===== config.mk =====
export PLATFORM = sky130hd
export DESIGN_NAME = adc_serial_port
export DESIGN_NICKNAME = d
export VERILOG_FILES = /design/src/logic/adc_port_pkg.sv /design/src/logic/adc_serial_port.sv /design/src/logic/pin_sync.sv
export VERILOG_INCLUDE_DIRS = /design/src /design/src/logic
export SDC_FILE = /design/constraint.sdc
export NUM_CORES = 1
export LEC_CHECK = 0
export CAP_MARGIN = 20
export CORE_MARGIN = 4
export CORE_UTILIZATION = 56
export CTS_CLUSTER_SIZE = 25
export DETAILED_ROUTE_END_ITERATION = 16
export DONT_BUFFER_PORTS = 1
export PLACE_DENSITY = 0.73
export SLEW_MARGIN = 10
export SYNTH_ARGS = -nofsm -noshare
export SYNTH_HDL_FRONTEND = slang
export SYNTH_HIERARCHICAL = 1
export SYNTH_SLANG_ARGS = --single-unit
export TNS_END_PERCENT = 20

===== constraint.sdc =====
create_clock -name ref_clk_in -period 2.1 [get_ports ref_clk_in]
set_clock_uncertainty 0.2 [all_clocks]
set_input_delay 0 -clock ref_clk_in [delete_from_list [all_inputs] [get_ports ref_clk_in]]
set_output_delay 0 -clock ref_clk_in [all_outputs]
set_load 0.01 [all_outputs]

===== src/logic/adc_port_defs.svh =====
`ifndef ADC_PORT_DEFS_SVH
`define ADC_PORT_DEFS_SVH

`define ADC_RESULT_W   10
`define ADC_CTRL_W     8
`define ADC_PIN_W      6
`define ADC_CTRL_RESET 8'h00
`define ADC_RD_SHIFTS  4'h9
`define ADC_WR_LAST    4'h7
`define ADC_WR_FULL    4'h8
`define ADC_CNT_ZERO   4'h0
`define ADC_CNT_ONE    4'h1
`define ADC_SETTLE_MAX 2'h3
`define ADC_SETTLE_ONE 2'h1
`define ADC_CHAN_TEMP  3'h0

`endif


===== src/logic/adc_port_pkg.sv =====
`include "adc_port_defs.svh"

package adc_port_pkg;

    // Synchronised pin bundle, one bit per pin
    typedef struct packed {
        logic sclk;
        logic dir;
        logic sel_n;
        logic data;
        logic start_n;
        logic three_wire;
    } pins_t;

    // Control byte as shifted in, first bit in the top position
    typedef struct packed {
        logic [2:0] channel;
        logic [4:0] options;
    } ctrl_byte_t;

    typedef enum logic [1:0] {
        LINK_IDLE,
        LINK_READ,
        LINK_WRITE
    } link_state_t;

endpackage


===== src/logic/adc_serial_port.sv =====
// Notes on behaviour
// - Power down at busy fall if start still low, up on start rise.
// - Five-wire: result out, control byte in separately.
// - Slave only; host supplies every serial clock.
// - Direction low writes, high reads.
// - Five-wire read: select low, direction rise drives top.
// - Later bits on falling clock, first fall skipped.
// - Up to ten bits, top first.
// - Output released on direction fall, or on select rise in five-wire form.
// - Reading erases result until next conversion.
// - First eight rising clocks captured, rest ignored.
// - Three-wire: direction high makes pin output, top bit.
// - Three-wire shifts from second falling clock edge.
// - Three-wire pin returns input on direction fall.
// - Channel field zero selects temperature, reset default.
`timescale 1ns/1ps
`default_nettype none

module adc_serial_port
    import adc_port_pkg::*;
(
    input  wire logic                     ref_clk_in,
    input  wire logic                     rst_n_in,
    input  wire logic                     sclk_in,
    input  wire logic                     dir_in,
    input  wire logic                     sel_n_in,
    input  wire logic                     data_in,
    input  wire logic                     conversion_start_n_in,
    input  wire logic                     three_wire_in,
    input  wire logic                     busy_in,
    input  wire logic [`ADC_RESULT_W-1:0] result_in,
    output logic                          data_out,
    output logic                          data_oe_out,
    output var ctrl_byte_t                control_out,
    output logic                          result_valid_out,
    output logic                          power_down_out
);

    ////////////////////////////////////////////////////////////////////////////
    // Pin capture and edge detection

    pins_t                    raw;
    pins_t                    s;
    pins_t                    prev;
    pins_t                    rise;
    pins_t                    fall;
    logic [1:0]               settle;
    logic                     busy_prev;
    logic                     busy_fall;
    logic                     sel_ok;
    logic                     start_read;
    logic                     stop_read;
    logic                     shift_ev;
    link_state_t              state;
    logic [`ADC_RESULT_W-1:0] result;
    logic [`ADC_RESULT_W-1:0] shift;
    logic                     fall_seen;
    logic [3:0]               rd_shifts;
    logic [3:0]               wr_cnt;
    logic [`ADC_CTRL_W-1:0]   wr_shift;

    assign raw = '{sclk: sclk_in, dir: dir_in, sel_n: sel_n_in, data: data_in,
                   start_n: conversion_start_n_in, three_wire: three_wire_in};

    pin_sync #(
        .WIDTH(`ADC_PIN_W)
    ) u_sync (
        .ref_clk_in(ref_clk_in),
        .rst_n_in  (rst_n_in),
        .async_in  (raw),
        .sync_out  (s)
    );

    // Edges masked until the synchroniser has filled, so pins held at reset
    // do not look like fresh edges
    always_ff @(posedge ref_clk_in or negedge rst_n_in) begin
        if (!rst_n_in) begin
            prev   <= '0;
            settle <= '0;
        end else begin
            prev <= s;
            if (settle != `ADC_SETTLE_MAX) begin
                settle <= settle + `ADC_SETTLE_ONE;
            end
        end
    end

    always_ff @(posedge ref_clk_in or negedge rst_n_in) begin
        if (!rst_n_in) begin
            busy_prev <= 1'b0;
        end else begin
            busy_prev <= busy_in;
        end
    end

    assign rise      = (settle == `ADC_SETTLE_MAX) ? pins_t'(s & ~prev) : '0;
    assign fall      = (settle == `ADC_SETTLE_MAX) ? pins_t'(~s & prev) : '0;
    assign busy_fall = busy_prev & ~busy_in;
    // Three-wire form has no select; it behaves as if tied low
    assign sel_ok     = s.three_wire | ~s.sel_n;
    assign start_read = rise.dir & sel_ok;
    assign stop_read  = fall.dir | (~s.three_wire & rise.sel_n);
    assign shift_ev   = (state == LINK_READ) & fall.sclk & fall_seen &
                        (rd_shifts != `ADC_RD_SHIFTS) & ~stop_read & ~start_read;

    ////////////////////////////////////////////////////////////////////////////
    // Link state

    always_ff @(posedge ref_clk_in or negedge rst_n_in) begin
        if (!rst_n_in) begin
            state <= LINK_IDLE;
        end else begin
            case (state)
                LINK_IDLE,
                LINK_READ,
                LINK_WRITE: begin
                    if (fall.dir) begin
                        state <= LINK_WRITE;
                    end else if (start_read) begin
                        state <= LINK_READ;
                    end else if (rise.dir || (state == LINK_READ && stop_read)) begin
                        state <= LINK_IDLE;
                    end
                end
                default: begin
                    state <= LINK_IDLE;
                end
            endcase
        end
    end

    ////////////////////////////////////////////////////////////////////////////
    // Result store

    always_ff @(posedge ref_clk_in or negedge rst_n_in) begin
        if (!rst_n_in) begin
            result           <= '0;
            result_valid_out <= 1'b0;
        end else begin
            if (busy_fall) begin
                result           <= result_in;
                result_valid_out <= 1'b1;
            end else if (start_read) begin
                result_valid_out <= 1'b0;
            end
        end
    end

    ////////////////////////////////////////////////////////////////////////////
    // Read shifter

    // host clocks only
    // Shifting follows host edges alone; nothing here makes a clock
    always_ff @(posedge ref_clk_in or negedge rst_n_in) begin
        if (!rst_n_in) begin
            shift       <= '0;
            fall_seen   <= 1'b0;
            rd_shifts   <= `ADC_CNT_ZERO;
            data_out    <= 1'b0;
            data_oe_out <= 1'b0;
        end else begin
            if (stop_read) begin
                data_oe_out <= 1'b0;
            end else if (start_read) begin
                data_oe_out <= 1'b1;
                fall_seen   <= 1'b0;
                rd_shifts   <= `ADC_CNT_ZERO;
                // Erased result reads back as zeros
                shift       <= result_valid_out ? result : '0;
                data_out    <= result_valid_out & result[`ADC_RESULT_W-1];
            end else if (state == LINK_READ && fall.sclk && !fall_seen) begin
                fall_seen <= 1'b1;
            end else if (shift_ev) begin
                shift     <= {shift[`ADC_RESULT_W-2:0], 1'b0};
                data_out  <= shift[`ADC_RESULT_W-2];
                rd_shifts <= rd_shifts + `ADC_CNT_ONE;
            end
        end
    end

    ////////////////////////////////////////////////////////////////////////////
    // Control byte write

    always_ff @(posedge ref_clk_in or negedge rst_n_in) begin
        if (!rst_n_in) begin
            wr_cnt      <= `ADC_CNT_ZERO;
            wr_shift    <= '0;
            control_out <= ctrl_byte_t'(`ADC_CTRL_RESET);
        end else begin
            if (fall.dir) begin
                wr_cnt <= `ADC_CNT_ZERO;
            end else if (state == LINK_WRITE && sel_ok && rise.sclk &&
                         wr_cnt != `ADC_WR_FULL) begin
                wr_shift <= {wr_shift[`ADC_CTRL_W-2:0], s.data};
                wr_cnt   <= wr_cnt + `ADC_CNT_ONE;
                if (wr_cnt == `ADC_WR_LAST) begin
                    control_out <= ctrl_byte_t'({wr_shift[`ADC_CTRL_W-2:0], s.data});
                end
            end
        end
    end

    ////////////////////////////////////////////////////////////////////////////
    // Automatic power-down

    always_ff @(posedge ref_clk_in or negedge rst_n_in) begin
        if (!rst_n_in) begin
            power_down_out <= 1'b0;
        end else begin
            if (busy_fall && !s.start_n) begin
                power_down_out <= 1'b1;
            end else if (rise.start_n) begin
                power_down_out <= 1'b0;
            end
        end
    end
endmodule

`default_nettype wire


===== src/logic/pin_sync.sv =====
`timescale 1ns/1ps
`default_nettype none

module pin_sync #(
    parameter int WIDTH = 6
) (
    input  wire logic             ref_clk_in,
    input  wire logic             rst_n_in,
    input  wire logic [WIDTH-1:0] async_in,
    output logic      [WIDTH-1:0] sync_out
);

    logic [WIDTH-1:0] stage1;

    genvar i;
    generate
        for (i = 0; i < WIDTH; i++) begin : g_bit
            always_ff @(posedge ref_clk_in or negedge rst_n_in) begin
                if (!rst_n_in) begin
                    stage1[i]   <= 1'b0;
                    sync_out[i] <= 1'b0;
                end else begin
                    stage1[i]   <= async_in[i];
                    sync_out[i] <= stage1[i];
                end
            end
        end
    endgenerate

endmodule

`default_nettype wire


==> impl_results.md, run 1 <==
* Status: finished, final reports clean
* Hold Path Class: input port to asynchronous set/reset pin
* Ys flop type: dfrtp_1
* First-pass GRT wire length at 9070 um
* Critical Path Sink Type: register
* Clock Tree Root: clkbuf_8
* Vias in the first global route at 1909
* Syn Std Cell Area at 2740 sq um
* Total global-route track usage at 19.7%
* Peak VDD IR at 0.579 mV
* RSZ-0062 raised after global routing: true
* Count of different cell masters after synthesis at 37
* Syn_nets at 241
* Final Setup Violations at 0
* Final hold viol count at 0
* DRT iter0 DRCs at 164
* Syn avg cell area at 12.6 sq um
* Layout cells sized above 1 at 26.5%
* Tcrit/Tclk final at 97.1%
* CTS sink cnt at 68
* Area of the die at 6080 sq um
* Main area contributors after synthesis: dfrtp_1 (62%), mux2_2 (11%), a21oi_1 (4.4%)
* Gr ovfl total at 0
* Most frequent cell after synthesis: dfrtp_1
* Clock buffer depth at 2
* Path depth of the worst reg2reg path at 5
* PortBufs at 0
* Max FO, Critical Path at 6
* Final WS setup at 0.0616 ns
* Vias after detailed routing at 1791
* Core Area at 4720 sq um
* Final nets at 276
* Share of the synthesized area in the top cell type at 62.0%
* FMAX at 491 MHz
* Routed Antenna Nets at 0
* TritonCTS buffer count at 9
* Row cnt at 25
* WP data arrival at 2.10 ns
* Drt total wl at 5200 um
* Least-Margin Pin Slew at 0.515 ns
* Post-DP HPWL at 3340 um
* Reg clk slew, reported paths at 0.07 ns
* IO Pins at 31
* Slew Limit Fails at 0
* Initial core utilization at 58.1%
* Critical setup path kind: register to register
* Placer Congestion at 0.818
* Largest net degree at the start of global routing at 69
* DIE WIDTH at 78.0 um
* Synth warn at 6
* Sequential fraction of the synthesis area at 62.0%
* Initial antenna violation count at 0
* Final antenna diode count at 0
* Die height at 78.0 um
* Filler cells at 326
* Routed vias/inst at 5.53
* Number of remaining DRC errors at 0
* Max cap viols at 0
* Dpl ws at -0.0484 ns
* Pleak at 1.47 nW
* Pre-antenna DRT Iters at 4
* #FFs+latches synth at 68
* Number of synthesized flops with an enable pin at 0
* Slew HR at 65.6%
* Post-route non-filler standard cell count at 324
* Reg2reg end: rd_shifts[3]$_DFFE_PN0P_
* Setup crit start kind: register
* Htree depth at 3
* Worst r2r src: settle[0]$_DFFE_PN0P_
* Layout overhead on the synthesized area at 21.9%
* PD cells at 866 nW/um^2
* Post-synth top cells: dfrtp_1 (68), mux2_2 (26), a21oi_1 (24), o21ai_0 (18)
* Post-Route Setup TNS at 0 ns
* Synth async-reset ratio at 100%
* Worst EP required at 2.16 ns
* Area leader, netlist: dfrtp_1
* Drt wl/cell at 16.1 um
* Gate Count Post-Synth at 217
* Min Tclk post-route at 2.04 ns
* Worst-Skew Late Latency at 0.33 ns
* Worst reg2reg setup slack at 0.06 ns
* DP Cell Count at 284
* CTS tree: built
==> logic make-up (layout without fill, tap and decap cells) <==
family	after synthesis	in the layout	synth area share [%]
DFF	68	68	62.0
AOI/OAI and AO/OA	55	55	10.8
and+or+nand+nor	43	43	10.2
muxes	28	28	11.4
buffers and inverters	16	56	2.60
adders and majority gates	5	5	2.28
xor gates and xnor gates	2	2	0.639
==> flip-flops by register name, indices dropped and copies added, names as in the netlist, 4 cells and up <==
| name | flops |
|---|---|
| control_out | 8 |
| prev | 4 |
| rd_shifts | 4 |
| result | 10 |
| shift | 9 |
| u_sync/stage1 | 6 |
| u_sync/sync_out | 6 |
| wr_cnt | 4 |
| wr_shift | 7 |
==> report_power, final <==
part	internal, W	total (W)	switching, W	leakage (nW)
logic	0.000148	0.000292	0.000144	0.534
clock network	0.000578	0.00106	0.000483	0.0983
registers	0.00144	0.00154	0.0000984	0.842
total	0.00217	0.00290	0.000725	1.47
==> layout by cell type, fill, tap and decap left out, types with 2 or more instances in the layout <==
| cell | count |
|---|---|
| mux2i_1 | 2 |
| o21ai_0 | 16 |
| clkbuf_8 | 10 |
| clkinv_2 | 2 |
| dlygate4sd3_1 | 20 |
| inv_1 | 4 |
| nor2b_1 | 3 |
| nand3b_1 | 2 |
| a21oi_1 | 23 |
| xnor2_1 | 2 |
| nand3_1 | 6 |
| nand2_1 | 6 |
| o31ai_1 | 2 |
| buf_4 | 13 |
| a31oi_1 | 9 |
| nor2_1 | 6 |
| nand2b_1 | 2 |
| clkinvlp_4 | 2 |
| dfrtp_1 | 68 |
| ha_1 | 4 |
| mux2_2 | 26 |
| or3_1 | 4 |
==> layer usage <==
metal  wire length [um]  GRT usage (%)
met1               2190           24.5
met5                  0              0
met2               2610           31.2
met4                118           11.7
met3                286           4.99
==> worst max path at each step <==
stage                          start  cells past startpoint                          to  slack [ns]
2_1_floorplan  settle[0]$_DFFE_PN0P_                      6  control_out[0]$_DFFE_PN0P_       -0.07
3_3_place_gp   settle[0]$_DFFE_PN0P_                      5    rd_shifts[3]$_DFFE_PN0P_        0.05
3_5_place_dp   settle[0]$_DFFE_PN0P_                      5    rd_shifts[3]$_DFFE_PN0P_       -0.05
4_1_cts        settle[0]$_DFFE_PN0P_                      5    rd_shifts[3]$_DFFE_PN0P_        0.05
5_1_grt        settle[0]$_DFFE_PN0P_                      7     wr_shift[5]$_DFFE_PN0P_       -0.02
6_report       settle[0]$_DFFE_PN0P_                      5    rd_shifts[3]$_DFFE_PN0P_        0.06
==> timing repair <==
item,4_1_cts,5_1_grt
pin swaps,0,1
endpoints found under the hold margin,87,0
hold buffers,21,0
buffers inserted,0,3
gates resized for setup,2,7
setup endpoints to repair,7,18
==> critical path: stages, from the launching register on <==
cell and delay (ns):
dfrtp_1 0.39, ha_4 0.19, inv_4 0.05, or4b_4 0.57
or4_4 0.44, a21oi_2 0.13
==> metrics by stage <==
stage                     hold WS, ns  utilization [%]  area, sq um  power (W)
final                        0.000631             70.8         3340    0.00290
after floorplan                -0.496                -         2750    0.00172
after CTS                     0.00224             70.0         3300    0.00291
after global placement         -0.493             60.6         2860    0.00177
after global routing          0.00558             70.8         3340    0.00304
after detailed placement       -0.493             60.6         2860    0.00179
==> area by class of cell <==
type                    instances  area [sq um]  area share, %
clock buffers                  10           138           4.12
clock inverters                 6          63.8           1.91
inverters                       5          21.3          0.636
multi-input cells             133           998           29.9
flip-flops and latches         68          1700           50.9
well taps                      67          83.8           2.51
repair buffers                 35           337           10.1
Power figures use the tool's default switching activity.
==> inputs of run 2 (changes only) <==
--- a/config.mk
+++ b/config.mk
@@ -12,7 +12,7 @@
 export CTS_CLUSTER_SIZE = 25
 export DETAILED_ROUTE_END_ITERATION = 16
 export DONT_BUFFER_PORTS = 1
-export PLACE_DENSITY = 0.73
+export PLACE_DENSITY_LB_ADDON = 0.15
 export SLEW_MARGIN = 10
 export SYNTH_ARGS = -nofsm -noshare
 export SYNTH_HDL_FRONTEND = slang
==> run 2 against run 1 <==
  * Sequential share of layout area up 1.1 points
  * Hold slack about the same
  * Clock power down 17%
  * Sequential power about the same
  * Largest power group unchanged
  * Routed wire length down 1.2%
  * Flip-flop and latch count unchanged
  * Worst setup slack worse by 0.024 ns
  * Global-route usage down 0.18 points
  * Non-clock buffer count down 1
  * Core utilization down 1.5 points
==> impl_results.md, run 2 (synthesized netlist as in run 1, its figures left out) <==
* Status: finished, final reports clean
* Critical Path Sink Type: register
* CTS sink cnt at 68 (unchanged)
* Gr ovfl total at 0 (unchanged)
* Path depth of the worst reg2reg path at 4 (-1)
* Tcrit/Tclk final at 98.2% (+1.1 points)
* Largest Register: result
* Internal Pwr Total at 0.00204 W (-5.9%)
* Vias in the first global route at 1973 (+3.4%)
* Pre-antenna DRT Iters at 4 (unchanged)
* Reg2reg end: rd_shifts[3]$_DFFE_PN0P_
* Initial antenna violation count at 0 (unchanged)
* IO Pins at 31 (unchanged)
* CP bufs+invs at 0 (-1)
* Worst-Skew Late Latency at 0.33 ns (about the same)
* Comb pwr share at 10.8% (+0.7 points)
* Critical setup path kind: register to register
* CP cell instances: and4bb_1, or4b_4, or4_1, a21oi_2
* Layout overhead on the synthesized area at 19.4%
* Clock power share at 32.5% (-4.1 points)
* Peak VDD IR at 0.591 mV (+2.0%)
* Clock buffer depth at 2 (unchanged)
* Drt wl/cell at 16.0 um (-0.23%)
* Reg clk slew, reported paths at 0.07 ns (about the same)
* Post-DP HPWL at 3430 um (+2.8%)
* Worst r2r src: state[1]$_DFFE_PN0P_
* Htree depth at 3 (unchanged)
* Layout cells sized above 1 at 24.4% (-2.0 points)
* Max FO, Critical Path at 8 (+2)
* Initial core utilization at 58.1% (unchanged)
* RSZ-0062 raised after global routing: true
* Fin Hold WS at 0.000809 ns (+0.000179 ns)
* GR Layer Usage met2 at 32.0% (+0.86 points)
* DRT iter0 DRCs at 156 (-4.9%)
* Pleak at 1.45 nW (-1.4%)
* PD cells at 831 nW/um^2 (-4.0%)
* Worst reg2reg setup slack at 0.04 ns (-0.02 ns)
* Min Tclk post-route at 2.06 ns (+0.0239 ns)
* Largest regs: result: 10 flops, shift: 9 flops, control_out: 8 flops
* Routed Antenna Nets at 0 (unchanged)
* Sw frac at 25.0% (-0.066 points)
* CTS tree: built
* Sw power at 0.000680 W (-6.2%)
* Die height at 78.0 um (unchanged)
* First-pass GRT wire length at 9140 um (+0.68%)
* Commonest non-fill, non-tap cell in the layout: dfrtp_1
* Hold Path Class: input port to asynchronous set/reset pin
* Clock Tree Root: clkbuf_8
* Largest net degree at the start of global routing at 69 (unchanged)
* Final nets at 275 (-0.36%)
* Number of remaining DRC errors at 0 (unchanged)
* Worst EP required at 2.16 ns (about the same)
* GR Util met3 at 5.10% (+0.12 points)
* Setup crit start kind: register
* Core Util, Final at 69.3% (-1.5 points)
* CP max stage delay at 0.52 ns (-0.05 ns)
* Placer Congestion at 0.788 (-3.6%)
* WP data arrival at 2.13 ns (+0.03 ns)
* Post-Route Setup TNS at 0 ns (unchanged)
* Routed vias/inst at 5.65 (+2.2%)
* Final Setup Violations at 0 (unchanged)
* Slew HR at 63.6% (-1.9 points)
* Max reg flops at 10 (unchanged)
* Row cnt at 25 (unchanged)
* Sequential share of power at 56.7% (+3.4 points)
* Met1 GRT Util at 23.2% (-1.3 points)
* PortBufs at 0 (unchanged)
* Core Area at 4720 sq um (unchanged)
* Most frequent cells in the layout: dfrtp_1 (68), mux2_2 (26), a21oi_1 (23)
* Largest delay share family, worst path: simple AND/OR/NAND/NOR gates
* GR peak layer: met2
* Least-Margin Pin Slew at 0.544 ns (+0.0287 ns)
* Area of the die at 6080 sq um (unchanged)
* Vias after detailed routing at 1814 (+1.3%)
* Total global-route track usage at 19.5% (-0.18 points)
* Max cap viols at 0 (unchanged)
* TritonCTS buffer count at 9 (unchanged)
* Slowest CP cell: or4b_4
* Drt total wl at 5140 um (-1.2%)
* Slew Limit Fails at 0 (unchanged)
* Final antenna diode count at 0 (unchanged)
* FMAX at 485 MHz (-1.2%)
* Final hold viol count at 0 (unchanged)
* DIE WIDTH at 78.0 um (unchanged)
run 2: changes by cell type in the layout (fill, tap and decap cells not counted), sizes merged:
cell | previous run | this run
clkbuf | 10 | 12
clkinv | 3 | 1
dlygate4sd3 | 20 | 18
buf | 15 | 16
bufinv | 1 | 0
clkinvlp | 2 | 1
run 2: per-layer routing:
| metal | routed length (um) | up-vias | share of wire (%) |
|---|---|---|---|
| met4 | 158 | 0 | 3.1 |
| met3 | 190 | 14 | 3.7 |
| met2 | 2660 | 34 | 52 |
| met1 | 2130 | 926 | 41 |
| met5 | 0 | - | 0 |
| li1 | - | 840 | - |
run 2: worst max-delay path by stage:
stage                                      from                          to  slack, ns  depth (start not counted)
final                      state[1]$_DFFE_PN0P_    rd_shifts[3]$_DFFE_PN0P_       0.04                          4
after global routing      settle[0]$_DFFE_PN0P_     wr_shift[3]$_DFFE_PN0P_     -0.006                          7
after CTS                 settle[0]$_DFFE_PN0P_    rd_shifts[3]$_DFFE_PN0P_       0.03                          5
after detailed placement  settle[0]$_DFFE_PN0P_    rd_shifts[3]$_DFFE_PN0P_      -0.05                          5
after global placement    settle[0]$_DFFE_PN0P_    rd_shifts[3]$_DFFE_PN0P_       0.04                          5
after floorplan           settle[0]$_DFFE_PN0P_  control_out[0]$_DFFE_PN0P_      -0.07                          6
run 2: layout make-up:
cell class,instances,area (sq um)
repair buffers,34,320
clock inverters,2,12.5
well taps,67,83.8
inverters,5,21.3
clock buffers,12,145
flip-flops and latches,68,1700
fillers,350,1450
multi-input cells,133,990
run 2: per-stage QoR:
| stage | total power, W | cell area [sq um] | setup WS, ns | instances |
|---|---|---|---|---|
| 2_1_floorplan | 0.00172 | 2750 | -0.0698 | 217 |
| 3_5_place_dp | 0.00179 | 2870 | -0.0462 | 285 |
| 3_3_place_gp | 0.00177 | 2870 | 0.0385 | 285 |
| 6_report | 0.00272 | 3270 | 0.0376 | 321 |
| 4_1_cts | 0.00273 | 3240 | 0.0270 | 318 |
| 5_1_grt | 0.00286 | 3270 | -0.00631 | 321 |
run 2: power by group through the flow:
stage | sequential, W | combinational (W) | clock, W
2_1_floorplan | 0.00153 | 0.000188 | 0
3_3_place_gp | 0.00156 | 0.000213 | 0
3_5_place_dp | 0.00157 | 0.000225 | 0
4_1_cts | 0.00154 | 0.000287 | 0.000904
5_1_grt | 0.00156 | 0.000335 | 0.000966
6_report | 0.00154 | 0.000294 | 0.000885
run 2: worst register-to-register path, delay by kind of cell (launching register included):
kind | cells | cell delay [ns]
simple gates | 3 | 1.26
compound gates | 1 | 0.13
flops | 1 | 0.41
run 2: repair_timing:
action                                  in CTS  in global routing
hold buffers                                19                  0
cloned                                       0                  0
resized for setup                            1                  3
endpoints found under the setup margin       4                 18
setup buffers                                0                  3
hold endpoints to repair                    87                  0
